File: config.mk
export PLATFORM = sky130hd
export DESIGN_NAME = tone_response_supervisor
export DESIGN_NICKNAME = d
export VERILOG_FILES = /design/src/core/tone_supervisor_pkg.sv /design/src/core/tone_response_supervisor.sv
export SDC_FILE = /design/constraint.sdc
export NUM_CORES = 1
export LEC_CHECK = 0
export BUFFER_PORTS_ARGS = -buffer_cell sky130_fd_sc_hd__buf_2
export CAP_MARGIN = 15
export CORE_MARGIN = 2
export CORE_UTILIZATION = 40
export DETAILED_ROUTE_END_ITERATION = 10
export SYNTH_ARGS = -nofsm -noshare
export SYNTH_HDL_FRONTEND = slang
export SYNTH_SLANG_ARGS = --single-unit
export TNS_END_PERCENT = 5
File: constraint.sdc
create_clock -name clock -period 10.1 [get_ports clock]
set_clock_uncertainty 0.2 [all_clocks]
set_input_delay 0.505 -clock clock [delete_from_list [all_inputs] [get_ports clock]]
set_output_delay 0.505 -clock clock [all_outputs]
set_load 0.1 [all_outputs]
File: src/core/tone_supervisor_pkg.sv
// Purpose: shared constants, field layouts and helpers for the tone response supervisor
// Assumes: 25 MHz system clock, 8-bit register port
// Notes: all durations are kept in microseconds and converted to timebase ticks
package tone_supervisor_pkg;

    // ****************************************************************
    // clock and timebase
    // ****************************************************************
    localparam int unsigned CLOCK_PERIOD_NS = 40;
    localparam int unsigned TICK_US = 125;                        // timebase resolution
    localparam int unsigned TICK_CYCLES = (TICK_US * 1000) / CLOCK_PERIOD_NS;
    localparam int unsigned TICK_CNT_W = 12;
    localparam int unsigned TIME_W = 13;                          // width of the duration counters, counted in ticks

    // ****************************************************************
    // register map
    // ****************************************************************
    localparam int unsigned ADDR_W = 8;
    localparam int unsigned DATA_W = 8;
    localparam logic [7:0] ADDR_PHASE_CFG = 8'h1c;
    localparam logic [7:0] ADDR_CONT_TIMERS = 8'h1d;
    localparam logic [7:0] ADDR_STATUS = 8'h1e;
    localparam logic [7:0] PHASE_CFG_RESET = 8'h43;
    localparam logic [7:0] CONT_TIMERS_RESET = 8'h00;

    // status bit positions
    localparam int unsigned ST_EVAL_BIT = 0;
    localparam int unsigned ST_FOUND_BIT = 1;
    localparam int unsigned ST_COEFF_BIT = 2;
    localparam int unsigned ST_BYPASS_BIT = 3;

    // phase shift detector configuration, msb first
    typedef struct packed {
        logic long_interval_eval_en;
        logic [1:0] evaluation_period_sel;
        logic [1:0] interruption_min_sel;
        logic [2:0] interruption_max_sel;
    } phase_cfg_t;

    // continuity tone timers, msb first
    typedef struct packed {
        logic [3:0] continuity_reset_guard;
        logic [3:0] continuity_bypass_guard;
    } cont_cfg_t;

    // ****************************************************************
    // durations in microseconds
    // ****************************************************************
    localparam int unsigned EVAL_PERIOD_US [4] = '{749000, 833000, 916000, 999000};
    localparam int unsigned INTR_MIN_US [4] = '{1125, 2250, 3375, 4500};
    localparam int unsigned INTR_MAX_US [8] = '{27000, 28000, 29000, 30000, 32000, 33000, 34000, 35000};
    localparam int unsigned LONG_INTERVAL_US = 30000;
    localparam int unsigned GUARD_STEP_US = 8000;

    localparam logic [TIME_W-1:0] TIME_SAT = {TIME_W{1'b1}};

    // converts microseconds to whole ticks, never below one
    function automatic logic [TIME_W-1:0] us_to_ticks(input int unsigned us);
        int unsigned t;
        t = us / TICK_US;
        if (t == 0) begin
            t = 1;
        end
        return TIME_W'(t);
    endfunction

    // saturating tick counter step
    function automatic logic [TIME_W-1:0] sat_inc(input logic [TIME_W-1:0] v);
        return (v == TIME_SAT) ? v : v + TIME_W'(1);
    endfunction

    // guard field to ticks: field times the 8 ms step
    function automatic logic [TIME_W-1:0] guard_ticks(input logic [3:0] g);
        return TIME_W'(TIME_W'(g) * us_to_ticks(GUARD_STEP_US));
    endfunction

endpackage

File: src/core/tone_response_supervisor.sv
// Purpose: supervises answer tone phase reversals and continuity tone presence for an echo canceller
// Assumes: tone and reversal indications are synchronous to clock
// Notes: reset and bypass requests are levels held while their condition stands
//
// Contract
// phase reversals spaced more than 30 ms apart count only when the long-interval enable bit is set.
// the two-bit evaluation field picks 749, 833, 916 or 999 ms, and evaluation ends if no shift falls in it.
// a tone interruption counts as a shift only if at least 1.125, 2.250, 3.375 or 4.500 ms long.
// a tone interruption counts as a shift only if at most 27, 28, 29, 30, 32, 33, 34 or 35 ms long.
// a continuity timer register of zero disables continuity tone handling completely.
// coefficient reset is requested after the continuity tone stands for reset field times 8 ms, never for zero.
// bypass is requested after the continuity tone stands for bypass field times 8 ms, never for zero.
// the phase detector configuration resets to 0x43.
// the continuity presence timer restarts from zero whenever the tone drops.
// every duration is measured with a 125 us tick made from the system clock.
`timescale 1ns/1ns
module tone_response_supervisor #(
    // timebase length in clock cycles, 125 us at the documented clock
    parameter int unsigned TICK_LEN = tone_supervisor_pkg::TICK_CYCLES
) (
    // clock and reset
    input wire logic clock,
    input wire logic rst_n,
    // register port
    input wire logic [tone_supervisor_pkg::ADDR_W-1:0] reg_addr,
    input wire logic [tone_supervisor_pkg::DATA_W-1:0] reg_wdata,
    input wire logic reg_write,
    input wire logic reg_read,
    output logic [tone_supervisor_pkg::DATA_W-1:0] reg_rdata,
    // detector indications
    input wire logic answer_tone_present,
    input wire logic phase_reversal,
    input wire logic continuity_tone_present,
    // requests
    output logic phase_shift_pulse,
    output logic answer_phase_found,
    output logic coeff_reset_req,
    output logic bypass_req
);
    import tone_supervisor_pkg::*;

    typedef enum logic [1:0] {EV_IDLE, EV_RUN, EV_FOUND} eval_state_t;

    phase_cfg_t phase_cfg;
    cont_cfg_t cont_cfg;
    eval_state_t eval_state;
    logic [TICK_CNT_W-1:0] tick_cnt;
    logic tick;
    logic tone_q;
    logic [TIME_W-1:0] gap_cnt;
    logic [TIME_W-1:0] eval_cnt;
    logic [TIME_W-1:0] space_cnt;
    logic [TIME_W-1:0] cont_cnt;
    logic tone_rise;
    logic gap_in_window;
    logic shift_event;
    logic shift_counted;
    logic eval_expired;
    logic cont_enabled;
    logic [DATA_W-1:0] status;

    // refuse a timebase that the tick counter cannot hold
    if (TICK_LEN < 1 || TICK_LEN > (1 << TICK_CNT_W)) begin : tick_len_check
        $error("tick length out of range");
    end

    // ****************************************************************
    // register port
    // ****************************************************************

    // configuration writes
    always_ff @(posedge clock or negedge rst_n) begin
        if (!rst_n) begin
            phase_cfg <= phase_cfg_t'(PHASE_CFG_RESET);
            cont_cfg <= cont_cfg_t'(CONT_TIMERS_RESET);
        end else if (reg_write) begin
            if (reg_addr == ADDR_PHASE_CFG) begin
                phase_cfg <= phase_cfg_t'(reg_wdata);
            end
            if (reg_addr == ADDR_CONT_TIMERS) begin
                cont_cfg <= cont_cfg_t'(reg_wdata);
            end
        end
    end

    // live status word
    always_comb begin
        status = '0;
        status[ST_EVAL_BIT] = (eval_state == EV_RUN);
        status[ST_FOUND_BIT] = answer_phase_found;
        status[ST_COEFF_BIT] = coeff_reset_req;
        status[ST_BYPASS_BIT] = bypass_req;
    end

    // read data stands one cycle after the strobe, zero elsewhere
    always_ff @(posedge clock or negedge rst_n) begin
        if (!rst_n) begin
            reg_rdata <= '0;
        end else if (reg_read) begin
            case (reg_addr)
                ADDR_PHASE_CFG: reg_rdata <= phase_cfg;
                ADDR_CONT_TIMERS: reg_rdata <= cont_cfg;
                ADDR_STATUS: reg_rdata <= status;
                default: reg_rdata <= '0;
            endcase
        end else begin
            reg_rdata <= '0;
        end
    end

    // ****************************************************************
    // timebase
    // ****************************************************************

    // one-cycle tick every TICK_LEN clocks, 125 us by default
    always_ff @(posedge clock or negedge rst_n) begin
        if (!rst_n) begin
            tick_cnt <= '0;
            tick <= 1'b0;
        end else if (tick_cnt == TICK_CNT_W'(TICK_LEN - 1)) begin
            tick_cnt <= '0;
            tick <= 1'b1;
        end else begin
            tick_cnt <= tick_cnt + TICK_CNT_W'(1);
            tick <= 1'b0;
        end
    end

    // ****************************************************************
    // answer tone interruption and phase shift evaluation
    // ****************************************************************

    assign tone_rise = answer_tone_present && !tone_q;
    assign gap_in_window = tone_rise
        && (gap_cnt >= us_to_ticks(INTR_MIN_US[phase_cfg.interruption_min_sel]))
        && (gap_cnt <= us_to_ticks(INTR_MAX_US[phase_cfg.interruption_max_sel]));
    assign shift_event = (eval_state == EV_RUN) && (phase_reversal || gap_in_window);
    assign shift_counted = shift_event
        && (phase_cfg.long_interval_eval_en || space_cnt <= us_to_ticks(LONG_INTERVAL_US));
    assign eval_expired = eval_cnt >= us_to_ticks(EVAL_PERIOD_US[phase_cfg.evaluation_period_sel]);

    // tone edge memory and length of the current interruption
    always_ff @(posedge clock or negedge rst_n) begin
        if (!rst_n) begin
            tone_q <= 1'b0;
            gap_cnt <= '0;
        end else begin
            tone_q <= answer_tone_present;
            if (answer_tone_present) begin
                gap_cnt <= '0;
            end else if (tick) begin
                gap_cnt <= sat_inc(gap_cnt);
            end
        end
    end

    // evaluation time and spacing since the last shift
    always_ff @(posedge clock or negedge rst_n) begin
        if (!rst_n) begin
            eval_cnt <= '0;
            space_cnt <= '0;
        end else if (eval_state != EV_RUN) begin
            eval_cnt <= '0;
            space_cnt <= '0;
        end else begin
            if (tick) begin
                eval_cnt <= sat_inc(eval_cnt);
            end
            if (shift_event) begin
                space_cnt <= '0;
            end else if (tick) begin
                space_cnt <= sat_inc(space_cnt);
            end
        end
    end

    // evaluation sequence: start on tone onset, end on shift or timeout
    always_ff @(posedge clock or negedge rst_n) begin
        if (!rst_n) begin
            eval_state <= EV_IDLE;
        end else begin
            case (eval_state)
                EV_IDLE: begin
                    if (tone_rise) begin
                        eval_state <= EV_RUN;
                    end
                end
                EV_RUN: begin
                    if (shift_counted) begin
                        eval_state <= EV_FOUND;
                    end else if (eval_expired) begin
                        eval_state <= EV_IDLE;
                    end
                end
                EV_FOUND: begin
                    if (gap_cnt > us_to_ticks(INTR_MAX_US[phase_cfg.interruption_max_sel])) begin
                        eval_state <= EV_IDLE;
                    end
                end
                default: eval_state <= EV_IDLE;
            endcase
        end
    end

    // phase shift outputs
    always_ff @(posedge clock or negedge rst_n) begin
        if (!rst_n) begin
            phase_shift_pulse <= 1'b0;
            answer_phase_found <= 1'b0;
        end else begin
            phase_shift_pulse <= shift_counted;
            answer_phase_found <= (eval_state == EV_RUN && shift_counted)
                || (eval_state == EV_FOUND
                    && gap_cnt <= us_to_ticks(INTR_MAX_US[phase_cfg.interruption_max_sel]));
        end
    end

    // ****************************************************************
    // continuity tone protection timers
    // ****************************************************************

    assign cont_enabled = (cont_cfg != cont_cfg_t'(CONT_TIMERS_RESET));

    // presence time of the continuity tone
    always_ff @(posedge clock or negedge rst_n) begin
        if (!rst_n) begin
            cont_cnt <= '0;
        end else if (!continuity_tone_present || !cont_enabled) begin
            cont_cnt <= '0;
        end else if (tick) begin
            cont_cnt <= sat_inc(cont_cnt);
        end
    end

    // reset and bypass requests once the guard time is reached
    always_ff @(posedge clock or negedge rst_n) begin
        if (!rst_n) begin
            coeff_reset_req <= 1'b0;
            bypass_req <= 1'b0;
        end else begin
            coeff_reset_req <= cont_enabled && continuity_tone_present
                && (cont_cfg.continuity_reset_guard != 4'h0)
                && (cont_cnt >= guard_ticks(cont_cfg.continuity_reset_guard));
            bypass_req <= cont_enabled && continuity_tone_present
                && (cont_cfg.continuity_bypass_guard != 4'h0)
                && (cont_cnt >= guard_ticks(cont_cfg.continuity_bypass_guard));
        end
    end

endmodule

==> results.toml, run 1 <==
[run_status]
status = "complete, no violations"

[synthesis]
synthesis.area_um2 = 9500
synthArstFlopShare_pct = 100
synthDistinctLibCells = 117
synth_fp_nets = 1235
avgSynthCellArea_um2 = 8.37
ys_ff_latch = 96
synth_warnings = 0
yosysSeqAreaShare_pct = 25.3
synthCells = 1136
synth-main-ff-cell = "dfrtp_1"
synth_edf_count = 0

[setup_path]
end_kind = "flop"
cp-start-kind = "flop"
crit_type = "flop to flop"
path_max_fanout = 7
worstPathRequired_ns = 10.11
crit_path_max_incr_delay_ns = 0.55
crit_slowest_cell = "dfstp_2"
arrival_ns = 9.69

[global_routing]
grt_pass1_vias = 8411
grt_antenna_before_repair = 0
grt_max_degree = 65
grt_pass1_wl_mm = 43.1
grt_overflow_total = 0
grt_util_all_layers_pct = 21.2

[routing]
avgRoutedWirePerCell_um = 16.9
avgViaCountPerCell = 5.78
drt_first_pass_iters = 5
drt-total-wl_mm = 26.2
vias = 8988
drc = 0
drt_iter0_markers = 588
ant_nets = 0

[power]
p_sw_mw = 1.01
ir_drop_uv = 102
power_frac_seq_pct = 19.1
power_frac_comb_pct = 65.0
cellLeakagePower_nw = 4.80
p_per_area_nw_per_um2 = 191
switching_share_pct = 47.2
pwr-share-clk_pct = 16.0
p_int_mw = 1.13

[cells_and_area]
drive_gt1_share_pct = 22.2
n_antenna_cell = 0
nets = 1331
syn_to_final_growth_pct = 18.2

[cts]
clockBufferDepth = 2
clkTransAtPathRegs_ns = 0.07
ctsHtreeMaxLevel = 3
cts_tree = "yes"
cts-root-buf = "clkbuf_16"
clkSinkCount = 96
cts_buffers = 9
clk_latency_ns = 0.34

[worst_hold_path]
hold_class = "input pin to flop"

[die]
die_area_um2 = 25000
io_pins = 35
coreArea_um2 = 23400
start_util_pct = 40.6
die_w_um = 158
die_h_um = 158
rows = 56

[timing]
final_max_slew_viol_count = 0
fin_crit_sh_pct = 95.9
final_hold_viol_count = 0
fmax_mhz = 103
holdWs_ns = 0.190
setup_slack_ns = 0.416
fin_crit_ns = 9.68
slew_headroom_pct = 37.0
worst_pin_slew_ns = 0.938
finalSetupTns_ns = 0
setup_violations = 0

[place]
io_buffers = 34
place_congestion = 0.904
dp_hpwl_mm = 20.4
pre_cts_ws_ns = -0.228

[job]
timing.max_cap.violations = 0
cell families after synthesis:
logic type	Yosys count	synth area share (%)
AND/OR/NAND/NOR	472	26.9
AO/OA/AOI/OAI	281	21.4
flip-flops	96	25.3
XOR/XNOR	90	8.37
buffers and inverters	88	4.34
adder cells (fa/ha/maj)	76	10.0
multiplexers	32	3.57
other	1	0.0395
metal layers:
layer	vias up	track usage (%)	share of wire [%]
li1	4373	-	-
met1	4328	30.9	49
met2	258	33.6	45
met3	29	2.16	4.4
met4	0	4.98	1.6
met5	-	0	0
registers in the layout, indices dropped and copies added, names as in the netlist, 8 cells and up:
name / cells
cont_cfg: 8
tick_cnt: 12
phase_cfg: 8
space_cnt: 13
gap_cnt: 13
cont_cnt: 13
reg_rdata: 8
eval_cnt: 13
path summary, 6_finish.rpt:
| path | start | endpoint | slack (ns) | cells after the start |
|---|---|---|---|---|
| max | phase_cfg[0] | answer_phase_found | 0.42 | 47 |
| min | continuity_tone_present | bypass_req | 0.19 | 3 |
| max reg2reg | phase_cfg[0] | answer_phase_found | 0.42 | 47 |
| min reg2reg | tick_cnt[9] | tick_cnt[9] | 0.29 | 1 |
| max in group asynchronous | rst_n | phase_cfg[4] | 8.07 | 3 |
| min in group asynchronous | rst_n | space_cnt[2] | 0.45 | 2 |
power groups by stage:
stage	Combinational (mW)	Sequential, mW	Clock, mW
2_1_floorplan	0.966	0.436	0
3_3_place_gp	1.29	0.415	0
3_5_place_dp	1.30	0.415	0
4_1_cts	1.33	0.408	0.349
5_1_grt	1.51	0.410	0.364
6_report	1.39	0.409	0.342
cell type report:
class	instances	area (µm²)
clock inverters	5	66.3
fillers	2302	12200
inverters	52	203
multi-input cells	953	7110
repair buffers	120	825
clock buffers	10	229
flip-flops and latches	96	2410
well taps	319	399
stage by stage:
stage,power [mW],cell area [µm²],std cells,util (%)
after floorplan,1.40,9740,1136,-
after global placement,1.71,10700,1529,45.5
after detailed placement,1.71,10700,1529,45.5
after CTS,2.09,11000,1547,47.2
after global routing,2.28,11200,1555,48.0
final,2.14,11200,1555,48.0
repair_timing:
| action | in CTS | in global routing |
|---|---|---|
| hold buffers | 1 | 0 |
| endpoints found under the setup margin | 15 | 17 |
| gates resized for setup | 9 | 26 |
| hold endpoints to repair | 32 | 0 |
| pin swaps | 5 | 24 |
| cloned | 1 | 0 |
| setup buffers | 1 | 8 |
cell usage in the layout, fill, tap and decap left out, types with 7 or more instances in the layout:
cell type and instances:
nor2_1 117, nand2_1 94, dfrtp_1 93, buf_4 85
ha_1 67, a21oi_1 61, o21ai_0 55, xnor2_1 44
inv_1 43, xor2_1 43, nand3_1 37, nor3_1 35
buf_2 33, nand4_1 27, mux2i_1 19, and3_1 17
a211oi_1 16, nor2_2 15, a21o_1 14, nand2b_1 13
mux2_2 11, a31oi_1 11, nor4_1 9, nor2b_1 9
o211ai_1 9, clkbuf_16 9, or3_1 8, or4_1 8
nor3_4 7, and2_1 7, nor3_2 7
cell usage after synthesis (6+ instances only):
cell / n / area (µm²)
nor2_1: 119 / 447
nand2_1: 94 / 353
dfrtp_1: 93 / 2330
ha_1: 76 / 951
a21oi_1: 64 / 320
o21ai_0: 55 / 275
inv_1: 46 / 173
xnor2_1: 46 / 403
xor2_1: 43 / 377
nand3_1: 39 / 195
nor3_1: 39 / 195
nand4_1: 27 / 169
and3_1: 21 / 131
mux2i_1: 20 / 200
a211oi_1: 16 / 120
clkbuf_1: 16 / 60.1
a21o_1: 14 / 105
nor2_2: 14 / 87.6
nand2b_1: 13 / 81.3
a31oi_1: 12 / 75.1
mux2_2: 11 / 124
buf_2: 10 / 50.1
nor2b_1: 10 / 62.6
nor4_1: 10 / 62.6
o211ai_1: 9 / 67.6
or3_1: 9 / 56.3
and2_1: 8 / 50.1
or4_1: 8 / 60.1
nor3_2: 6 / 60.1
nor4b_1: 6 / 52.6
o22ai_1: 6 / 37.5
worst max-delay path, delay by kind of cell (launching register included):
kind                     cells  cell delay, ns
AO/OA/AOI/OAI               12            2.26
buffers and inverters        6            0.61
flip-flops                   1            0.55
adder cells (fa/ha/maj)      6            1.37
XOR/XNOR                     1            0.10
AND/OR/NAND/NOR             22            4.42
Note: power is estimated with default switching activity, not from simulation.
==> inputs of run 2 (changes only) <==
- CORE_ASPECT_RATIO: not set -> 0.75
- PLACE_DENSITY: not set -> 0.59
==> run 2 against run 1 <==
Core utilization grew 0.64 points. Sequential share of layout area fell by 0.081 points. Design area is 0.38% higher. Non-clock buffer count rose by 4. Total power rose by 2.0%. First-iteration DRC count up 84%. Combinational power up 4%. Worst setup slack got worse by 0.061 ns. Largest power group unchanged. Sequential cell count stayed put. Largest cell class unchanged. Fmax decreased by 0.63%. Count of clock-buffer cells in the layout down 1.
==> results.toml, run 2 (synthesized netlist as in run 1, its figures left out) <==
[cells_and_area]
final_common_cell = "nor2_1"
fill_cells = 2239
nets = 1335
final_cell_mix = "116 x nor2_1, 93 x dfrtp_1, 92 x nand2_1, 90 x buf_4, 67 x ha_1"
fin_cells = 1541
n_antenna_cell = 0
drive_gt1_share_pct = 23.0
syn_to_final_growth_pct = 18.7

[global_routing]
grt_overflow_total = 0
grt_antenna_before_repair = 0
grt_util_all_layers_pct = 22.0
grt_pass1_vias = 8053
grt_max_degree = 64
grt_pass1_wl_mm = 44.0

[setup_path]
crit_type = "flop to flop"
worstPathRequired_ns = 10.18
crit_slowest_cell = "or4b_4"
end_kind = "flop"
crit_path_max_incr_delay_ns = 0.55
cpMostUsedCell = "nor3_2"
cp-start-kind = "flop"
arrival_ns = 9.82
path_max_fanout = 7

[timing]
final_hold_viol_count = 0
final_max_slew_viol_count = 0
holdWs_ns = 0.182
fin_crit_sh_pct = 96.5
worst_pin_slew_ns = 1.04
slew_headroom_pct = 30.0
fmax_mhz = 103
fin_crit_ns = 9.74
setup_slack_ns = 0.355
setup_violations = 0

[die]
die_area_um2 = 25000
rows = 48
die_w_um = 182
start_util_pct = 41.0
io_pins = 35
die_h_um = 137
coreArea_um2 = 23200

[cts]
clockBufferDepth = 2
clkSinkCount = 96
cts_tree = "yes"
cts-root-buf = "clkbuf_16"
clk_latency_ns = 0.35
cts_buffers = 9
ctsHtreeMaxLevel = 3
clkTransAtPathRegs_ns = 0.08

[routing]
avgRoutedWirePerCell_um = 18.0
drt-total-wl_mm = 27.7
drt_first_pass_iters = 5
avgViaCountPerCell = 5.85
ant_nets = 0
vias = 9014
drt_iter0_markers = 1081
drc = 0

[power]
ir_drop_uv = 86.7
cellLeakagePower_nw = 4.82
p_per_area_nw_per_um2 = 194

[place]
pre_cts_ws_ns = -0.424
placed_cells = 1505
place_congestion = 1.01
dp_hpwl_mm = 21.5
io_buffers = 34

[worst_hold_path]
hold_class = "input pin to flop"

[run_status]
status = "complete, no violations"

[job]
timing.max_cap.violations = 0
[run 2: cell count changes in the layout (fill, tap and decap cells not counted), sizes merged]
cell / change
buf: +4
clkinvlp: -1
clkinv: +2
bufinv: -1
inv: +2
clkbuf: -1
[run 2: critical path, delay by kind of cell (launching register included)]
family                     cells  cell delay (ns)
and+or+nand+nor               22             4.71
AOI/OAI and AO/OA             12             2.36
adders and majority gates      6             1.40
buffers and inverters          4             0.37
xor gates and xnor gates       1             0.09
DFF                            1             0.54
[run 2: power breakdown]
part | internal [mW] | leakage, nW | total, mW | switching (mW)
combinational | 0.572 | 3.38 | 1.44 | 0.868
sequential | 0.396 | 1.29 | 0.409 | 0.0132
clock | 0.173 | 0.144 | 0.334 | 0.161
total | 1.14 | 4.82 | 2.18 | 1.04
[run 2: area by class of cell]
| class | instances | area [µm²] | share of cell area, % |
|---|---|---|---|
| Multi-Input combinational cell | 953 | 7160 | 63.4 |
| Sequential cell | 96 | 2410 | 21.3 |
| Timing Repair Buffer | 124 | 851 | 7.54 |
| Tap cell | 300 | 375 | 3.33 |
| Clock buffer | 9 | 225 | 2.00 |
| Inverter | 52 | 203 | 1.80 |
| Clock inverter | 7 | 62.6 | 0.555 |
[run 2: what timing repair did]
action                                  in CTS  in global routing
gates resized for setup                     10                 33
buffers inserted                             3                 15
hold buffers                                 1                  0
hold endpoints to repair                    33                  0
pin swaps                                    4                 31
gates cloned                                 1                  0
endpoints found under the setup margin      17                 17
[run 2: worst paths after layout]
path	slack [ns]	from	cells past startpoint	end
worst min-delay path	0.18	reg_wdata[6]	3	phase_cfg[6]
worst min register to register	0.31	tick_cnt[0]	1	tick_cnt[0]
worst max-delay path	0.36	phase_cfg[0]	45	space_cnt[1]
min in group asynchronous	0.45	rst_n	2	eval_cnt[2]
max in group asynchronous	8.09	rst_n	3	tick_cnt[5]
worst max register to register	0.36	phase_cfg[0]	45	space_cnt[1]
[run 2: stage by stage]
stage          total power [mW]  area (µm²)  utilization (%)  setup TNS (ns)
5_1_grt                    2.33       11300             48.7           -1.15
3_5_place_dp               1.73       10600             45.7           -5.69
3_3_place_gp               1.73       10600             45.7          -0.308
2_1_floorplan              1.40        9740                -               0
6_report                   2.18       11300             48.7               0
4_1_cts                    2.10       11000             47.4               0
[run 2: metal layers]
| layer | up-vias | wire (µm) | GRT usage [%] |
|---|---|---|---|
| met5 | - | 0 | 0 |
| met4 | 0 | 146 | 2.87 |
| met1 | 4333 | 14400 | 34.8 |
| met3 | 19 | 1750 | 4.55 |
| li1 | 4370 | - | - |
| met2 | 292 | 11400 | 30.8 |
